[src/inc/mip_pkg.sv]
`default_nettype none
package mip_pkg;
  // source count and vector geometry
  localparam int unsigned NUM_SRC        = 8;
  localparam int unsigned LVL_W          = 3;
  localparam logic [2:0]  LVL_OFF        = 3'h0;
  localparam logic [2:0]  FLOOR_BLOCK    = 3'h7;
  localparam logic [2:0]  FLOOR_SPECIAL  = 3'h7;
  localparam logic [19:0] INFO_ADDR      = 20'h00000;
  localparam int unsigned VEC_BYTES      = 4;
  localparam int unsigned VEC_TABLE_SIZE = 256;
  localparam logic [19:0] FIXED_VEC_LO   = 20'h0FFDC;
  localparam logic [19:0] FIXED_VEC_HI   = 20'h0FFFF;
  localparam logic [19:0] VEC_WDT        = 20'h0FFF0;
  localparam logic [19:0] VEC_ADDR_MATCH = 20'h0FFE8;
  localparam logic [19:0] VEC_SINGLE     = 20'h0FFEC;
  // software numbers at or above this keep the stack select flag
  localparam logic [5:0]  SW_KEEP_STACK  = 6'h20;
  // flag word bit positions
  localparam int unsigned FLG_STEP_BIT   = 3;
  localparam int unsigned FLG_EN_BIT     = 6;
  localparam int unsigned FLG_STACK_BIT  = 7;
  localparam int unsigned FLG_FLOOR_LSB  = 12;
  localparam logic [15:0] FLG_RST        = 16'h0000;
  // timing
  localparam int unsigned SEQ_CYCLES_NS  = 200;
  localparam int unsigned CLK_PERIOD_NS  = 10;
  localparam int unsigned SEQ_CYCLES     = SEQ_CYCLES_NS / CLK_PERIOD_NS;
  localparam logic [19:0] SP_RST         = 20'h00000;
  localparam logic [19:0] PC_RST         = 20'h00000;

  // acknowledge and return sequence states
  typedef enum logic [3:0] {
    MIP_IDLE  = 4'b0000,
    MIP_INFO  = 4'b0001,
    MIP_FLAGS = 4'b0010,
    MIP_WR0   = 4'b0011,
    MIP_WR1   = 4'b0100,
    MIP_WR2   = 4'b0101,
    MIP_WR3   = 4'b0110,
    MIP_VEC   = 4'b0111,
    MIP_WAIT  = 4'b1000,
    MIP_RD0   = 4'b1001,
    MIP_RD1   = 4'b1010,
    MIP_RD2   = 4'b1011,
    MIP_RD3   = 4'b1100
  } mip_state_e;
endpackage : mip_pkg
`default_nettype wire

[src/hdl/mip_ctrl.sv]
//Contract
// software only clears a pending flag, never writes one.
// control registers are rewritten only while the source is quiet.
// with dual-edge on, software sets edge-sense to falling.
// rewriting edge-sense may set the pending flag spuriously.
// global enable 1 permits maskable interrupts, 0 blocks all.
// pending set on request, cleared when acknowledged and vectored.
// accept needs enable, pending, and level above priority floor.
// level 000b disables; 001b to 111b are levels one to seven.
// floor n enables levels above n; 111b blocks all.
// enable, pending, level and floor are independent storage.
// arbitrate at instruction end; string ops suspend mid-way.
// first step reads address zero; chosen pending flag cleared.
// save flags, clear enable, step, stack; stack kept for 32-63.
// push flags and PC, set floor, load PC from vector.
// acknowledge sequence lasts twenty CPU cycles.
// watchdog, osc-stop, voltage set floor 7; others keep it.
// first word: PC top four, floor, low flag byte.
// state saved as four byte-wide writes.
// return instruction pops flags, floor and PC.
// highest level wins; ties by fixed source order.
// specials fixed priority; software interrupts skip arbitration.
// level field sits in bits 2 to 0 with pending flag.
// vector table 256 bytes at base, four bytes per entry.
// fixed vectors lie in 0FFDCh to 0FFFFh.
// hardware set beats software clear in same cycle.
`default_nettype none
module mip_ctrl
  import mip_pkg::*;
#(
  parameter int unsigned N_SRC = NUM_SRC
)
(
  // clock and reset
  input  wire logic               ref_clk,
  input  wire logic               resetn,
  // peripheral requests and control register writes
  input  wire logic [N_SRC-1:0]   src_req,
  input  wire logic [N_SRC-1:0]   ctl_wr,
  input  wire logic [7:0]         ctl_wdata,
  input  wire logic [N_SRC*6-1:0] src_number,
  // cpu core
  input  wire logic               instr_done,
  input  wire logic               instr_suspendable,
  input  wire logic [19:0]        pc_in,
  input  wire logic [19:0]        sp_in,
  input  wire logic [19:0]        vec_base,
  input  wire logic               special_req,
  input  wire logic               special_forces_floor,
  input  wire logic [19:0]        special_vec,
  input  wire logic               sw_int,
  input  wire logic [5:0]         sw_num,
  input  wire logic               ret_int,
  input  wire logic [7:0]         bus_rdata,
  input  wire logic               flg_wr,
  input  wire logic [15:0]        flg_wdata,
  // bus cycles of the sequence
  output logic [19:0]             bus_addr,
  output logic [7:0]              bus_wdata,
  output logic                    bus_rd,
  output logic                    bus_wr,
  // status toward the core
  output logic [15:0]             flg_out,
  output logic [N_SRC-1:0]        pend_out,
  output logic                    seq_busy,
  output logic                    pc_load,
  output logic [19:0]             pc_out
);
  ////////////////////////////////////////////////////////////////////////////
  // per-source control storage
  logic [N_SRC-1:0]       pend;
  logic [N_SRC-1:0]       ack_clr;
  logic [LVL_W-1:0]       lvl_q [N_SRC];
  logic [LVL_W-1:0]       lvl_d [N_SRC];

  genvar g;
  generate
    for (g = 0; g < N_SRC; g++)
    begin : g_src
      // software only clears pending, by writing zero
      mip_pend u_pend (
        .ref_clk   (ref_clk),
        .resetn    (resetn),
        .req_pulse (src_req[g]),
        .sense_wr  (ctl_wr[g]),
        .sense_new (ctl_wdata[4]),
        .sw_clear  (ctl_wr[g] && !ctl_wdata[3]),
        .ack_clear (ack_clr[g]),
        .pend_q    (pend[g])
      );
    end
  endgenerate

  // level in bits 2..0
  always_comb
  begin
    for (int i = 0; i < N_SRC; i++)
      lvl_d[i] = ctl_wr[i] ? ctl_wdata[2:0] : lvl_q[i];
  end

  // each field its own flop
  always_ff @(posedge ref_clk or negedge resetn)
  begin
    if (!resetn)
      for (int i = 0; i < N_SRC; i++)
        lvl_q[i] <= LVL_OFF;
    else
      for (int i = 0; i < N_SRC; i++)
        lvl_q[i] <= lvl_d[i];
  end

  ////////////////////////////////////////////////////////////////////////////
  // arbitration
  logic [15:0]            flg_q;
  logic [15:0]            flg_d;
  logic [2:0]             floor_now;
  logic                   win_vld;
  logic [LVL_W-1:0]       win_lvl;
  logic [$clog2(N_SRC)-1:0] win_idx;

  assign floor_now = flg_q[FLG_FLOOR_LSB +: 3];

  // highest level wins, lower index breaks ties
  always_comb
  begin
    win_vld = 1'b0;
    win_lvl = LVL_OFF;
    win_idx = '0;
    for (int i = N_SRC - 1; i >= 0; i--)
    begin
      // level zero never competes
      // strict compare blocks all at floor 111b
      if (pend[i] && (lvl_q[i] != LVL_OFF) && (lvl_q[i] > floor_now)
          && (lvl_q[i] >= win_lvl))
      begin
        win_vld = 1'b1;
        win_lvl = lvl_q[i];
        win_idx = i[$clog2(N_SRC)-1:0];
      end
    end
  end

  ////////////////////////////////////////////////////////////////////////////
  // acknowledge and return sequencer
  mip_state_e             st_q;
  mip_state_e             st_d;
  logic [4:0]             cnt_q;
  logic [4:0]             cnt_d;
  logic [15:0]            tmp_q;
  logic [15:0]            tmp_d;
  logic [19:0]            pc_q;
  logic [19:0]            pc_d;
  logic [19:0]            sp_q;
  logic [19:0]            sp_d;
  logic [19:0]            vec_q;
  logic [19:0]            vec_d;
  logic [2:0]             new_floor_q;
  logic [2:0]             new_floor_d;
  logic                   keep_stack_q;
  logic                   keep_stack_d;
  logic [15:0]            word0;
  logic [19:0]            addr_d;
  logic [7:0]             wdata_d;
  logic                   rd_d;
  logic                   wr_d;
  logic                   load_d;
  logic                   mask_ok;

  // top PC nibble, floor, low flag byte
  assign word0 = {tmp_q[FLG_FLOOR_LSB +: 4], pc_q[19:16], tmp_q[7:0]};

  // global enable gates the maskable path
  // enable and pending and level above floor
  // taken at instruction end or at a suspendable point
  assign mask_ok = flg_q[FLG_EN_BIT] && win_vld && (instr_done || instr_suspendable);

  always_comb
  begin
    st_d         = st_q;
    cnt_d        = cnt_q;
    tmp_d        = tmp_q;
    pc_d         = pc_q;
    sp_d         = sp_q;
    vec_d        = vec_q;
    new_floor_d  = new_floor_q;
    keep_stack_d = keep_stack_q;
    flg_d        = flg_wr ? flg_wdata : flg_q;
    ack_clr      = '0;
    addr_d       = bus_addr;
    wdata_d      = 8'h00;
    rd_d         = 1'b0;
    wr_d         = 1'b0;
    load_d       = 1'b0;
    if (st_q != MIP_IDLE)
      cnt_d = cnt_q + 5'h01;
    unique case (st_q)
      MIP_IDLE:
      begin
        cnt_d = 5'h00;
        tmp_d = flg_q;
        pc_d  = pc_in;
        sp_d  = sp_in;
        // special first, software bypasses arbitration
        if (special_req)
        begin
          vec_d        = special_vec;
          // watchdog class forces floor 7
          new_floor_d  = special_forces_floor ? FLOOR_SPECIAL : floor_now;
          keep_stack_d = 1'b0;
          st_d         = MIP_INFO;
        end
        else if (sw_int)
        begin
          vec_d        = vec_base + {12'h000, sw_num, 2'b00};
          new_floor_d  = floor_now;
          // numbers 32..63 keep stack select
          keep_stack_d = (sw_num >= SW_KEEP_STACK);
          st_d         = MIP_INFO;
        end
        else if (mask_ok)
        begin
          // four bytes per entry from base
          vec_d        = vec_base + {12'h000, src_number[win_idx*6 +: 6], 2'b00};
          new_floor_d  = win_lvl;
          keep_stack_d = 1'b0;
          st_d         = MIP_INFO;
        end
        else if (ret_int)
        begin
          st_d = MIP_RD0;
        end
      end
      MIP_INFO:
      begin
        // info read at address zero, clear pending
        addr_d = INFO_ADDR;
        rd_d   = 1'b1;
        if (new_floor_d == win_lvl && !special_req && !sw_int && win_vld)
          ack_clr[win_idx] = 1'b1;
        st_d = MIP_FLAGS;
      end
      MIP_FLAGS:
      begin
        // clear enable and step flags; stack flag unless keep_stack_q
        flg_d[FLG_EN_BIT]   = 1'b0;
        flg_d[FLG_STEP_BIT] = 1'b0;
        if (!keep_stack_q)
          flg_d[FLG_STACK_BIT] = 1'b0;
        st_d = MIP_WR0;
      end
      // four byte writes
      // push flags then PC
      MIP_WR0:
      begin
        addr_d  = sp_q - 20'h00002;
        wdata_d = word0[7:0];
        wr_d    = 1'b1;
        st_d    = MIP_WR1;
      end
      MIP_WR1:
      begin
        addr_d  = sp_q - 20'h00001;
        wdata_d = word0[15:8];
        wr_d    = 1'b1;
        st_d    = MIP_WR2;
      end
      MIP_WR2:
      begin
        addr_d  = sp_q - 20'h00004;
        wdata_d = pc_q[7:0];
        wr_d    = 1'b1;
        st_d    = MIP_WR3;
      end
      MIP_WR3:
      begin
        addr_d  = sp_q - 20'h00003;
        wdata_d = pc_q[15:8];
        wr_d    = 1'b1;
        // floor takes accepted level
        flg_d[FLG_FLOOR_LSB +: 3] = new_floor_q;
        st_d    = MIP_VEC;
      end
      MIP_VEC:
      begin
        // fixed vectors come from special_vec
        // three vector bytes read low first, data lands a cycle later
        addr_d = vec_q + {15'h0000, cnt_q - 5'h06};
        rd_d   = 1'b1;
        if (cnt_q == 5'h07)
          pc_d[7:0] = bus_rdata;
        if (cnt_q == 5'h08)
        begin
          pc_d[15:8] = bus_rdata;
          st_d       = MIP_WAIT;
        end
      end
      MIP_WAIT:
      begin
        // top vector nibble arrives in the first wait cycle
        if (cnt_q == 5'h09)
          pc_d[19:16] = bus_rdata[3:0];
        // pad out to the fixed cycle count
        if (cnt_q == 5'(SEQ_CYCLES - 1))
        begin
          load_d = 1'b1;
          st_d   = MIP_IDLE;
        end
      end
      // return pops flag word and PC
      MIP_RD0:
      begin
        addr_d = sp_q;
        rd_d   = 1'b1;
        st_d   = MIP_RD1;
      end
      MIP_RD1:
      begin
        pc_d[7:0] = bus_rdata;
        addr_d    = sp_q + 20'h00001;
        rd_d      = 1'b1;
        st_d      = MIP_RD2;
      end
      MIP_RD2:
      begin
        pc_d[15:8] = bus_rdata;
        addr_d     = sp_q + 20'h00002;
        rd_d       = 1'b1;
        st_d       = MIP_RD3;
      end
      MIP_RD3:
      begin
        tmp_d[7:0] = bus_rdata;
        addr_d     = sp_q + 20'h00003;
        rd_d       = 1'b1;
        st_d       = MIP_IDLE;
        if (cnt_q == 5'h04)
        begin
          pc_d[19:16]                = bus_rdata[3:0];
          flg_d                      = {1'b0, bus_rdata[6:4], 4'h0, tmp_q[7:0]};
          load_d                     = 1'b1;
          st_d                       = MIP_IDLE;
        end
        else
          st_d = MIP_RD3;
      end
      default:
        st_d = MIP_IDLE;
    endcase
  end

  // sequencer registers; outputs all flopped
  always_ff @(posedge ref_clk or negedge resetn)
  begin
    if (!resetn)
    begin
      st_q         <= MIP_IDLE;
      cnt_q        <= 5'h00;
      tmp_q        <= FLG_RST;
      pc_q         <= PC_RST;
      sp_q         <= SP_RST;
      vec_q        <= PC_RST;
      new_floor_q  <= 3'h0;
      keep_stack_q <= 1'b0;
      flg_q        <= FLG_RST;
      bus_addr     <= 20'h00000;
      bus_wdata    <= 8'h00;
      bus_rd       <= 1'b0;
      bus_wr       <= 1'b0;
      pc_load      <= 1'b0;
    end
    else
    begin
      st_q         <= st_d;
      cnt_q        <= cnt_d;
      tmp_q        <= tmp_d;
      pc_q         <= pc_d;
      sp_q         <= sp_d;
      vec_q        <= vec_d;
      new_floor_q  <= new_floor_d;
      keep_stack_q <= keep_stack_d;
      flg_q        <= flg_d;
      bus_addr     <= addr_d;
      bus_wdata    <= wdata_d;
      bus_rd       <= rd_d;
      bus_wr       <= wr_d;
      pc_load      <= load_d;
    end
  end

  // mirror flops so every output is registered
  always_ff @(posedge ref_clk or negedge resetn)
  begin
    if (!resetn)
    begin
      flg_out  <= FLG_RST;
      pend_out <= '0;
      seq_busy <= 1'b0;
      pc_out   <= PC_RST;
    end
    else
    begin
      flg_out  <= flg_d;
      pend_out <= pend;
      seq_busy <= (st_d != MIP_IDLE);
      pc_out   <= pc_d;
    end
  end
endmodule // mip_ctrl
`default_nettype wire

[src/hdl/mip_pend.sv]
`default_nettype none
module mip_pend
  import mip_pkg::*;
(
  // clock and reset
  input  wire logic ref_clk,
  input  wire logic resetn,
  // events
  input  wire logic req_pulse,
  input  wire logic sense_wr,
  input  wire logic sense_new,
  input  wire logic sw_clear,
  input  wire logic ack_clear,
  // state
  output logic      pend_q
);
  logic sense_q;
  logic sense_d;
  logic pend_d;
  logic spurious;

  // edge-sense change can look like an edge
  always_comb
  begin
    sense_d  = sense_q;
    spurious = 1'b0;
    if (sense_wr)
    begin
      sense_d = sense_new;
      // spurious set when a rewrite changes edge-sense
      spurious = (sense_new != sense_q);
    end
    pend_d = pend_q;
    // clear on acknowledge
    if (sw_clear || ack_clear)
      pend_d = 1'b0;
    // set beats clear
    if (req_pulse || spurious)
      pend_d = 1'b1;
  end

  always_ff @(posedge ref_clk or negedge resetn)
  begin
    if (!resetn)
    begin
      pend_q  <= 1'b0;
      sense_q <= 1'b0;
    end
    else
    begin
      pend_q  <= pend_d;
      sense_q <= sense_d;
    end
  end
endmodule // mip_pend
`default_nettype wire

[config.mk]
export PLATFORM = sky130hd
export DESIGN_NAME = mip_ctrl
export DESIGN_NICKNAME = d
export VERILOG_FILES = /design/src/inc/mip_pkg.sv /design/src/hdl/mip_ctrl.sv /design/src/hdl/mip_pend.sv
export SDC_FILE = /design/constraint.sdc
export NUM_CORES = 1
export LEC_CHECK = 0
export BUFFER_PORTS_ARGS = -buffer_cell sky130_fd_sc_hd__buf_2
export CAP_MARGIN = 30
export CORE_UTILIZATION = 51
export DETAILED_ROUTE_END_ITERATION = 7
export PLACE_DENSITY_LB_ADDON = 0.08
export SYNTH_ARGS = -nofsm -noshare
export SYNTH_HDL_FRONTEND = slang
export SYNTH_SLANG_ARGS = --single-unit
[constraint.sdc]
create_clock -name ref_clk -period 12.09 [get_ports ref_clk]
set_input_delay 1.8135 -clock ref_clk [delete_from_list [all_inputs] [get_ports ref_clk]]
set_output_delay 1.8135 -clock ref_clk [all_outputs]
set_load 0.02 [all_outputs]
==> out/results.tsv, run 1 <==
stage	metric	value	unit
layout	area delta synth->final	26.14	%
placement	GPL Wtd Cong	0.9237	
placement	dpl hpwl	28680	um
worst_setup_path	RR Endpoint	vec_q[18]	
clock_tree	Clk Tree Root Cell	clkbuf_16	
clock_tree	CTS Sinks	181	
global_routing	initial antenna violation count	3	
worst_setup_path	CP startpoint kind	register	
synthesis	FFs w/ async S/R, synth	1.000	
drt	wire length on met1	17380	um
synthesis	Mapped Avg Cell Area	8.839	um^2
synthesis	synthesized area	0.01300	mm^2
worst_setup_path	CP Capture Type	register	
worst_setup_path	R2R setup slack	410	ps
synthesis	ys flop type	dfrtp_1	
timing	Max Transition Viols Final	0	
timing	setup TNS	0	ps
timing	PnR worst setup slack	407.7	ps
timing	Final period util	0.9663	
worst_setup_path	crit-path max cell delay	400	ps
drt	top sig layer	met5	
synthesis	Synth top area share	0.3483	
worst_setup_path	Max stage delay cell, worst path	dfrtp_1	
drt	DR WL met2	18850	um
min_path	hold crit path type	reg -> reg	
layout	fin area	0.01640	mm^2
drt	1st-pass router iterations	5	
synthesis	Post-synth EDFFs	0	
timing	final setup fails	0	
global_routing	pin count of the biggest net entering global routing	118	
drt	DRC violations left	0	
worst_setup_path	Critical Path Most Common Cell	ha_4	
worst_setup_path	Worst Path Max Fanout	6	
clock_tree	clock slew at reported path FFs	90	ps
layout	fillcell total	2141	
placement	number of port buffers	263	
clock_tree	CTS tree	built	
timing	WHS	441.3	ps
worst_setup_path	Worst Setup EP	vec_q[18]	
clock_tree	CTS HTree Levels	4	
worst_setup_path	CP arrival	12000	ps
synthesis	Net Count, Synth	1757	
synthesis	multiplexer area fraction after synthesis	0.09045	
placement	Placed Instance Area	0.01502	mm^2
layout	most common cell after layout, fill and taps aside	buf_2	
timing	clk_skew	16.93	ps
worst_setup_path	critical setup path kind	reg -> reg	
floorplan	Die X-Extent	161.7	um
synthesis	Post-Synth XOR/XNOR Area	0.05523	
floorplan	Starting Density	0.5178	
floorplan	Core ar.	0.02511	mm^2
timing	Slew headroom	0.3573	
synthesis	main combinational cell family by area after synthesis	compound AO/OA/AOI/OAI gates	
floorplan	Ports	267	
drt	mean routed wirelength per cell	18.50	um
drt	via count	12390	
timing	fin crit period	11680	ps
floorplan	num rows	58	
worst_setup_path	R2R depth	69	
synthesis	Synth Area in Simple Gates	0.1666	
drt	DR vias/cell	5.846	
drt	DRT antenna net count	0	
layout	share of cells above drive strength 1	0.3026	
synthesis	YS warnings	0	
floorplan	die area	0.02614	mm^2
layout	Final nets	2061	
status	status	finished, final reports clean	
min_path	WHS Path Cells	0	
global_routing	GRT Total Usage	0.2948	
synthesis	Synth area leaders	dfrtp_1 35%, ha_1 8.8%, mux2i_1 5.2%	
drt	initial DRC count	996	
drt	metal3 WL	2429	um
synthesis	Synth Register Bits	181	
placement	dpl ws	-249.1	ps
layout	Multi-input gate area	0.008558	mm^2
clock_tree	cts hold-fix bufs	0	
worst_setup_path	Crit path required time	12410	ps
worst_setup_path	CP Launch Point	flg_out[13]	
layout	commonest cells after routing, fill and taps aside	262 x buf_2, 180 x dfrtp_1, 151 x nand2_1	
timing	Tightest Pin Transition	964.1	ps
synthesis	post-synthesis adder-cell area fraction	0.09373	
floorplan	Die Y-Extent	161.7	um
synthesis	Yosys cell types	75	
synthesis	Yosys top cell by area	dfrtp_1	
clock_tree	clk_lat worst skew	450	ps
synthesis	sequential cell area fraction in the yosys report	0.3483	
clock_tree	CTS Buf Count	17	
drt	WL final	39210	um
timing	Final Hold Fails	0	
global_routing	total gr overflow	0	
global_routing	first-pass GRT wire length	61040	um
layout	FF/Latch Area	0.004531	mm^2
synthesis	Cells after Synth	1471	
worst_setup_path	R2R Path Start	flg_out[13]	
global_routing	vias in the first global route	11480	
clock_tree	CTS max path bufs	2	
flow_run	MaxCap Viol Count	0	
timing	Peak Freq	85.60	MHz
synthesis	post-synthesis compound-gate area fraction	0.2100	
per-stage QoR:
stage                 util  std cells
floorplan                -       1471
global placement    0.5984       2064
detailed placement  0.5984       2064
CTS                 0.6261       2097
global route        0.6531       2119
finish              0.6532       2120
metal layers:
| metal | global-route usage | vias to the layer above |
|---|---|---|
| li1 | - | 5984 |
| met2 | 0.4951 | 435 |
| met3 | 0.04469 | 48 |
| met1 | 0.4048 | 5924 |
| met5 | 0 | - |
| met4 | 0.05746 | 2 |
critical path: cells and delay by family, from the launching register on:
kind            cells  cell delay, ps
simple gates       25            3230
compound gates     27            4590
mux                 1             210
flops               1             400
xor+xnor            1             150
buf+inv             6             610
fa+ha+maj           9            2310
area by class of cell:
class	instances	area share
multi-input cells	1167	0.5218
flip-flops and latches	181	0.2762
repair buffers	353	0.1246
clock buffers	17	0.02594
well taps	330	0.02518
clock inverters	15	0.01335
inverters	55	0.01259
diodes	2	0.0003052
worst min path at each step:
stage,end,slack [ps],start
floorplan,pend_out[2],370,g_src[2].u_pend.pend_q
global placement,pend_out[0],430,g_src[0].u_pend.pend_q
CTS,pend_out[0],450,g_src[0].u_pend.pend_q
detailed placement,pend_out[0],420,g_src[0].u_pend.pend_q
finish,pend_out[6],440,g_src[6].u_pend.pend_q
global route,pend_out[6],460,g_src[6].u_pend.pend_q
flip-flops by register name, summed over array words and instances (netlist names), 12 cells and up:
register,count
lvl_q,24
bus_addr,20
pc_out,20
sp_q,20
vec_q,20
flg_out,16
tmp_q,12
kinds of logic (layout without fill, tap and decap cells):
family,after synthesis,in the layout
flip-flops,181,181
AND/OR/NAND/NOR,444,444
adder cells (fa/ha/maj),95,95
XOR/XNOR,82,82
AO/OA/AOI/OAI,434,434
other,0,2
buffers and inverters,123,440
multiplexers,112,112
what timing repair did:
item | CTS | global route
endpoints found under the setup margin | 9 | 15
pin swaps | 4 | 46
buffers inserted | 1 | 21
resized for setup | 11 | 105
cell usage after synthesis, drive strengths merged (5+ instances only):
library cell  instances
and2                 10
o21a                  6
nor2                 88
o31ai                14
nor3                 30
a221oi               10
nand2               152
clkbuf               59
o22ai                10
a22oi                24
o211ai               18
ha                   91
nand2b               23
or3                  19
o311ai                5
nor2b                23
buf                   9
a31oi                 7
a211oi               15
mux2                 44
xnor2                40
nand3                49
a221o                 9
a21o                 17
dfrtp               181
or2                  11
xor2                 42
and3                 18
o21ai               144
a21oi               104
a21boi                6
inv                  55
mux2i                68
o221ai               11
Power of run 1 is left out: the tool's default activity adds up to more than one toggle a clock period on the data nets, which glitch-free logic cannot reach.
==> run 2: changes to the inputs <==
ABC_AREA = 1   (was default)
PLACE_DENSITY = 0.85   (was default)
PLACE_DENSITY_LB_ADDON = default   (was 0.08)
==> run 2 against run 1 <==
  * Clock skew increased by 1.0 ps
  * Maximum frequency increased by 4.3%
  * First-iteration DRC count increased by 19%
  * Die area increased by 2.0%
  * Clock-buffer cell count increased by 2
  * Synthesized cell count increased by 22%
  * Critical path depth increased by 21
  * Routed wire length increased by 4.4%
  * Worst setup slack improved by 480 ps
==> out/results.tsv, run 2 <==
stage	metric	value	unit	change
layout	Biggest register	lvl_q		
min_path	WHS Path Cells	0		unchanged
floorplan	Die X-Extent	163.3	um	+1.0%
synthesis	Yosys cell types	67		-11%
synthesis	count leader, synth	nand2_1		
drt	1st-pass router iterations	6		+1
timing	Final period util	0.9264		-0.03986
placement	number of port buffers	263		unchanged
worst_setup_path	Worst Path Max Fanout	9		+3
clock_tree	CTS Buf Count	17		unchanged
drt	initial DRC count	1186		+19%
synthesis	Net Count, Synth	2074		+18%
layout	commonest cells after routing, fill and taps aside	417 x nand2_1, 263 x buf_2, 238 x inv_1		
synthesis	Post-synth EDFFs	0		unchanged
layout	Final nets	2331		+13%
synthesis	Commonest cells post-synth	419 x nand2_1, 239 x inv_1, 181 x dfrtp_1		
timing	WHS	390.8	ps	-50.50 ps
placement	Placed Instance Area	0.01482	mm^2	-1.3%
timing	Tightest Pin Transition	967.4	ps	+3.282 ps
clock_tree	CTS max path bufs	2		unchanged
min_path	WHS Endpoint	pend_out[5]		
layout	most common cell after layout, fill and taps aside	nand2_1		
clock_tree	CTS tree	built		
power	P per Cell Area	329.2	mW/mm^2	
worst_setup_path	Crit path required time	12450	ps	+40 ps
worst_setup_path	Critical Path Most Common Cell	nand2_1		
synthesis	Synth area leaders	dfrtp_1 34%, nand2_1 12%, ha_1 8.6%		
worst_setup_path	R2R setup slack	890	ps	+480 ps
drt	DRT antenna net count	0		unchanged
clock_tree	cts hold-fix bufs	0		unchanged
worst_setup_path	RR Endpoint	vec_q[18]		
clock_tree	CTS HTree Levels	4		unchanged
power	Worst IR Drop VDD	0.0002036	V	
timing	PnR worst setup slack	889.5	ps	+481.8 ps
layout	share of cells above drive strength 1	0.2177		-0.08489
min_path	hold crit path type	reg -> reg		
layout	fillcell total	2162		+0.98%
floorplan	num rows	58		unchanged
clock_tree	clk_lat worst skew	450	ps	about the same
timing	Peak Freq	89.28	MHz	+4.3%
worst_setup_path	CP startpoint kind	register		
min_path	Hold Crit Start	g_src[5].u_pend.pend_q		
placement	dpl hpwl	30690	um	+7.0%
drt	mean routed wirelength per cell	17.10	um	-7.5%
synthesis	Synth top area share	0.3413		-0.007061
flow_run	MaxCap Viol Count	0		unchanged
global_routing	pin count of the biggest net entering global routing	124		+5.1%
synthesis	synthesized area	0.01327	mm^2	+2.1%
drt	via count	13660		+10%
floorplan	Ports	267		unchanged
status	status	finished, final reports clean		
clock_tree	CTS Sinks	181		unchanged
timing	Final Hold Fails	0		unchanged
layout	Multi-input gate area	0.007657	mm^2	-11%
worst_setup_path	CP Launch Point	flg_out[14]		
layout	FF/Latch Area	0.004529	mm^2	about the same
drt	DR vias/cell	5.709		-2.3%
drt	DRC violations left	0		unchanged
clock_tree	clock slew at reported path FFs	90	ps	about the same
layout	area delta synth->final	18.07	%	
timing	fin crit period	11200	ps	-481.8 ps
global_routing	GRT Total Usage	0.3057		+0.01091
synthesis	ys flop type	dfrtp_1		
power	P_leak	8.009	nW	
synthesis	YS warnings	0		unchanged
worst_setup_path	CP Capture Type	register		
layout	fin area	0.01567	mm^2	-4.5%
synthesis	Synth Register Bits	181		unchanged
timing	final setup fails	0		unchanged
global_routing	first-pass GRT wire length	63830	um	+4.6%
drt	WL final	40930	um	+4.4%
placement	dpl ws	77.30	ps	+326.4 ps
synthesis	sequential cell area fraction in the yosys report	0.3413		-0.007061
global_routing	initial antenna violation count	5		+2
global_routing	total gr overflow	0		unchanged
synthesis	Mapped Avg Cell Area	7.423	um^2	-16%
timing	Max Transition Viols Final	0		unchanged
floorplan	Die Y-Extent	163.3	um	+1.0%
floorplan	Core ar.	0.02533	mm^2	+0.87%
floorplan	Starting Density	0.5240		+0.006170
worst_setup_path	Max stage delay cell, worst path	dfrtp_1		
worst_setup_path	critical setup path kind	reg -> reg		
timing	Slew headroom	0.3527		-0.004570
worst_setup_path	R2R Path Start	flg_out[14]		
synthesis	Yosys top cell by area	dfrtp_1		
worst_setup_path	crit-path max cell delay	410	ps	about the same
worst_setup_path	CP arrival	11560	ps	-440 ps
worst_setup_path	R2R depth	90		+30%
synthesis	Cells after Synth	1788		+22%
timing	clk_skew	17.98	ps	+1.048 ps
clock_tree	Clk Tree Root Cell	clkbuf_16		
floorplan	die area	0.02667	mm^2	+2.0%
global_routing	vias in the first global route	12760		+11%
placement	GPL Wtd Cong	0.9626		+4.2%
synthesis	FFs w/ async S/R, synth	1.000		unchanged
layout	Final Util	0.6187		-0.03446
layout	flip-flop count of the largest register after layout	24		unchanged
## run 2: cell types whose count changed in the layout (fill, tap and decap cells not counted), sizes merged, moves of 18 or more
cell / previous run / this run
mux2: 44 / 11
a22oi: 24 / 1
nor2b: 23 / 0
nor2: 88 / 162
nand3: 49 / 88
mux2i: 68 / 17
inv: 61 / 254
nand2: 152 / 457
buf: 352 / 288
o2111ai: 2 / 20
or3: 19 / 0
xnor2: 40 / 5
nand2b: 23 / 0
xor2: 42 / 21
## run 2: cells by family (layout without fill, tap and decap cells)
group / Yosys count / count (layout) / synth area share
AOI/OAI and AO/OA: 389 / 389 / 0.1828
xor gates and xnor gates: 26 / 26 / 0.01716
adders and majority gates: 95 / 95 / 0.09183
buffers and inverters: 302 / 572 / 0.09220
DFF: 181 / 181 / 0.3413
muxes: 28 / 28 / 0.02216
other: 0 / 5 / 0
and+or+nand+nor: 767 / 767 / 0.2526
## run 2: how the worst max path moves through the flow
stage,to,cells past startpoint
finish,vec_q[18],90
global route,vec_q[18],92
CTS,vec_q[18],90
detailed placement,vec_q[18],89
global placement,vec_q[18],89
floorplan,vec_q[18],92
## run 2: cell type report
type	count	share of cell area
Clock buffer	19	0.02890
Sequential cell	181	0.2890
Timing Repair Buffer	289	0.09813
Tap cell	330	0.02635
Inverter	251	0.06012
Clock inverter	13	0.007985
Antenna cell	5	0.0007985
Multi-Input combinational cell	1305	0.4887
## run 2: where the power goes
group,switching [mW],total (mW),internal [mW]
sequential,0.202,1.04,0.834
clock,0.276,0.562,0.286
combinational,2.31,3.56,1.25
total,2.78,5.16,2.37
## run 2: layer usage
layer / GRT usage / vias up / routed length [um]
li1: - / 6497 / -
met4: 0.1334 / 0 / 1632
met2: 0.5177 / 614 / 20110
met3: 0.05028 / 123 / 3111
met5: 0 / - / 0
met1: 0.3824 / 6428 / 16070
## run 2: timing repair
item,CTS,global route
gates resized for setup,2,35
buffers inserted,0,12
pin swaps,0,14
endpoints found under the setup margin,1,12
## run 2: stage by stage
stage                     TNS (ps)  instances  total power, mW
after floorplan                  0       1788            3.539
after global placement           0       2342            4.232
after detailed placement         0       2343            4.366
after CTS                        0       2375            4.953
after global routing        -322.7       2390            5.598
final                            0       2393            5.158
## run 2: critical path, delay by kind of cell (launching register included)
kind	cells	cell delay (ps)
fa+ha+maj	10	2730
buf+inv	15	990
flops	1	410
simple gates	47	4620
mux	1	90
compound gates	16	2020
xor+xnor	1	160
Power figures use the tool's default switching activity.
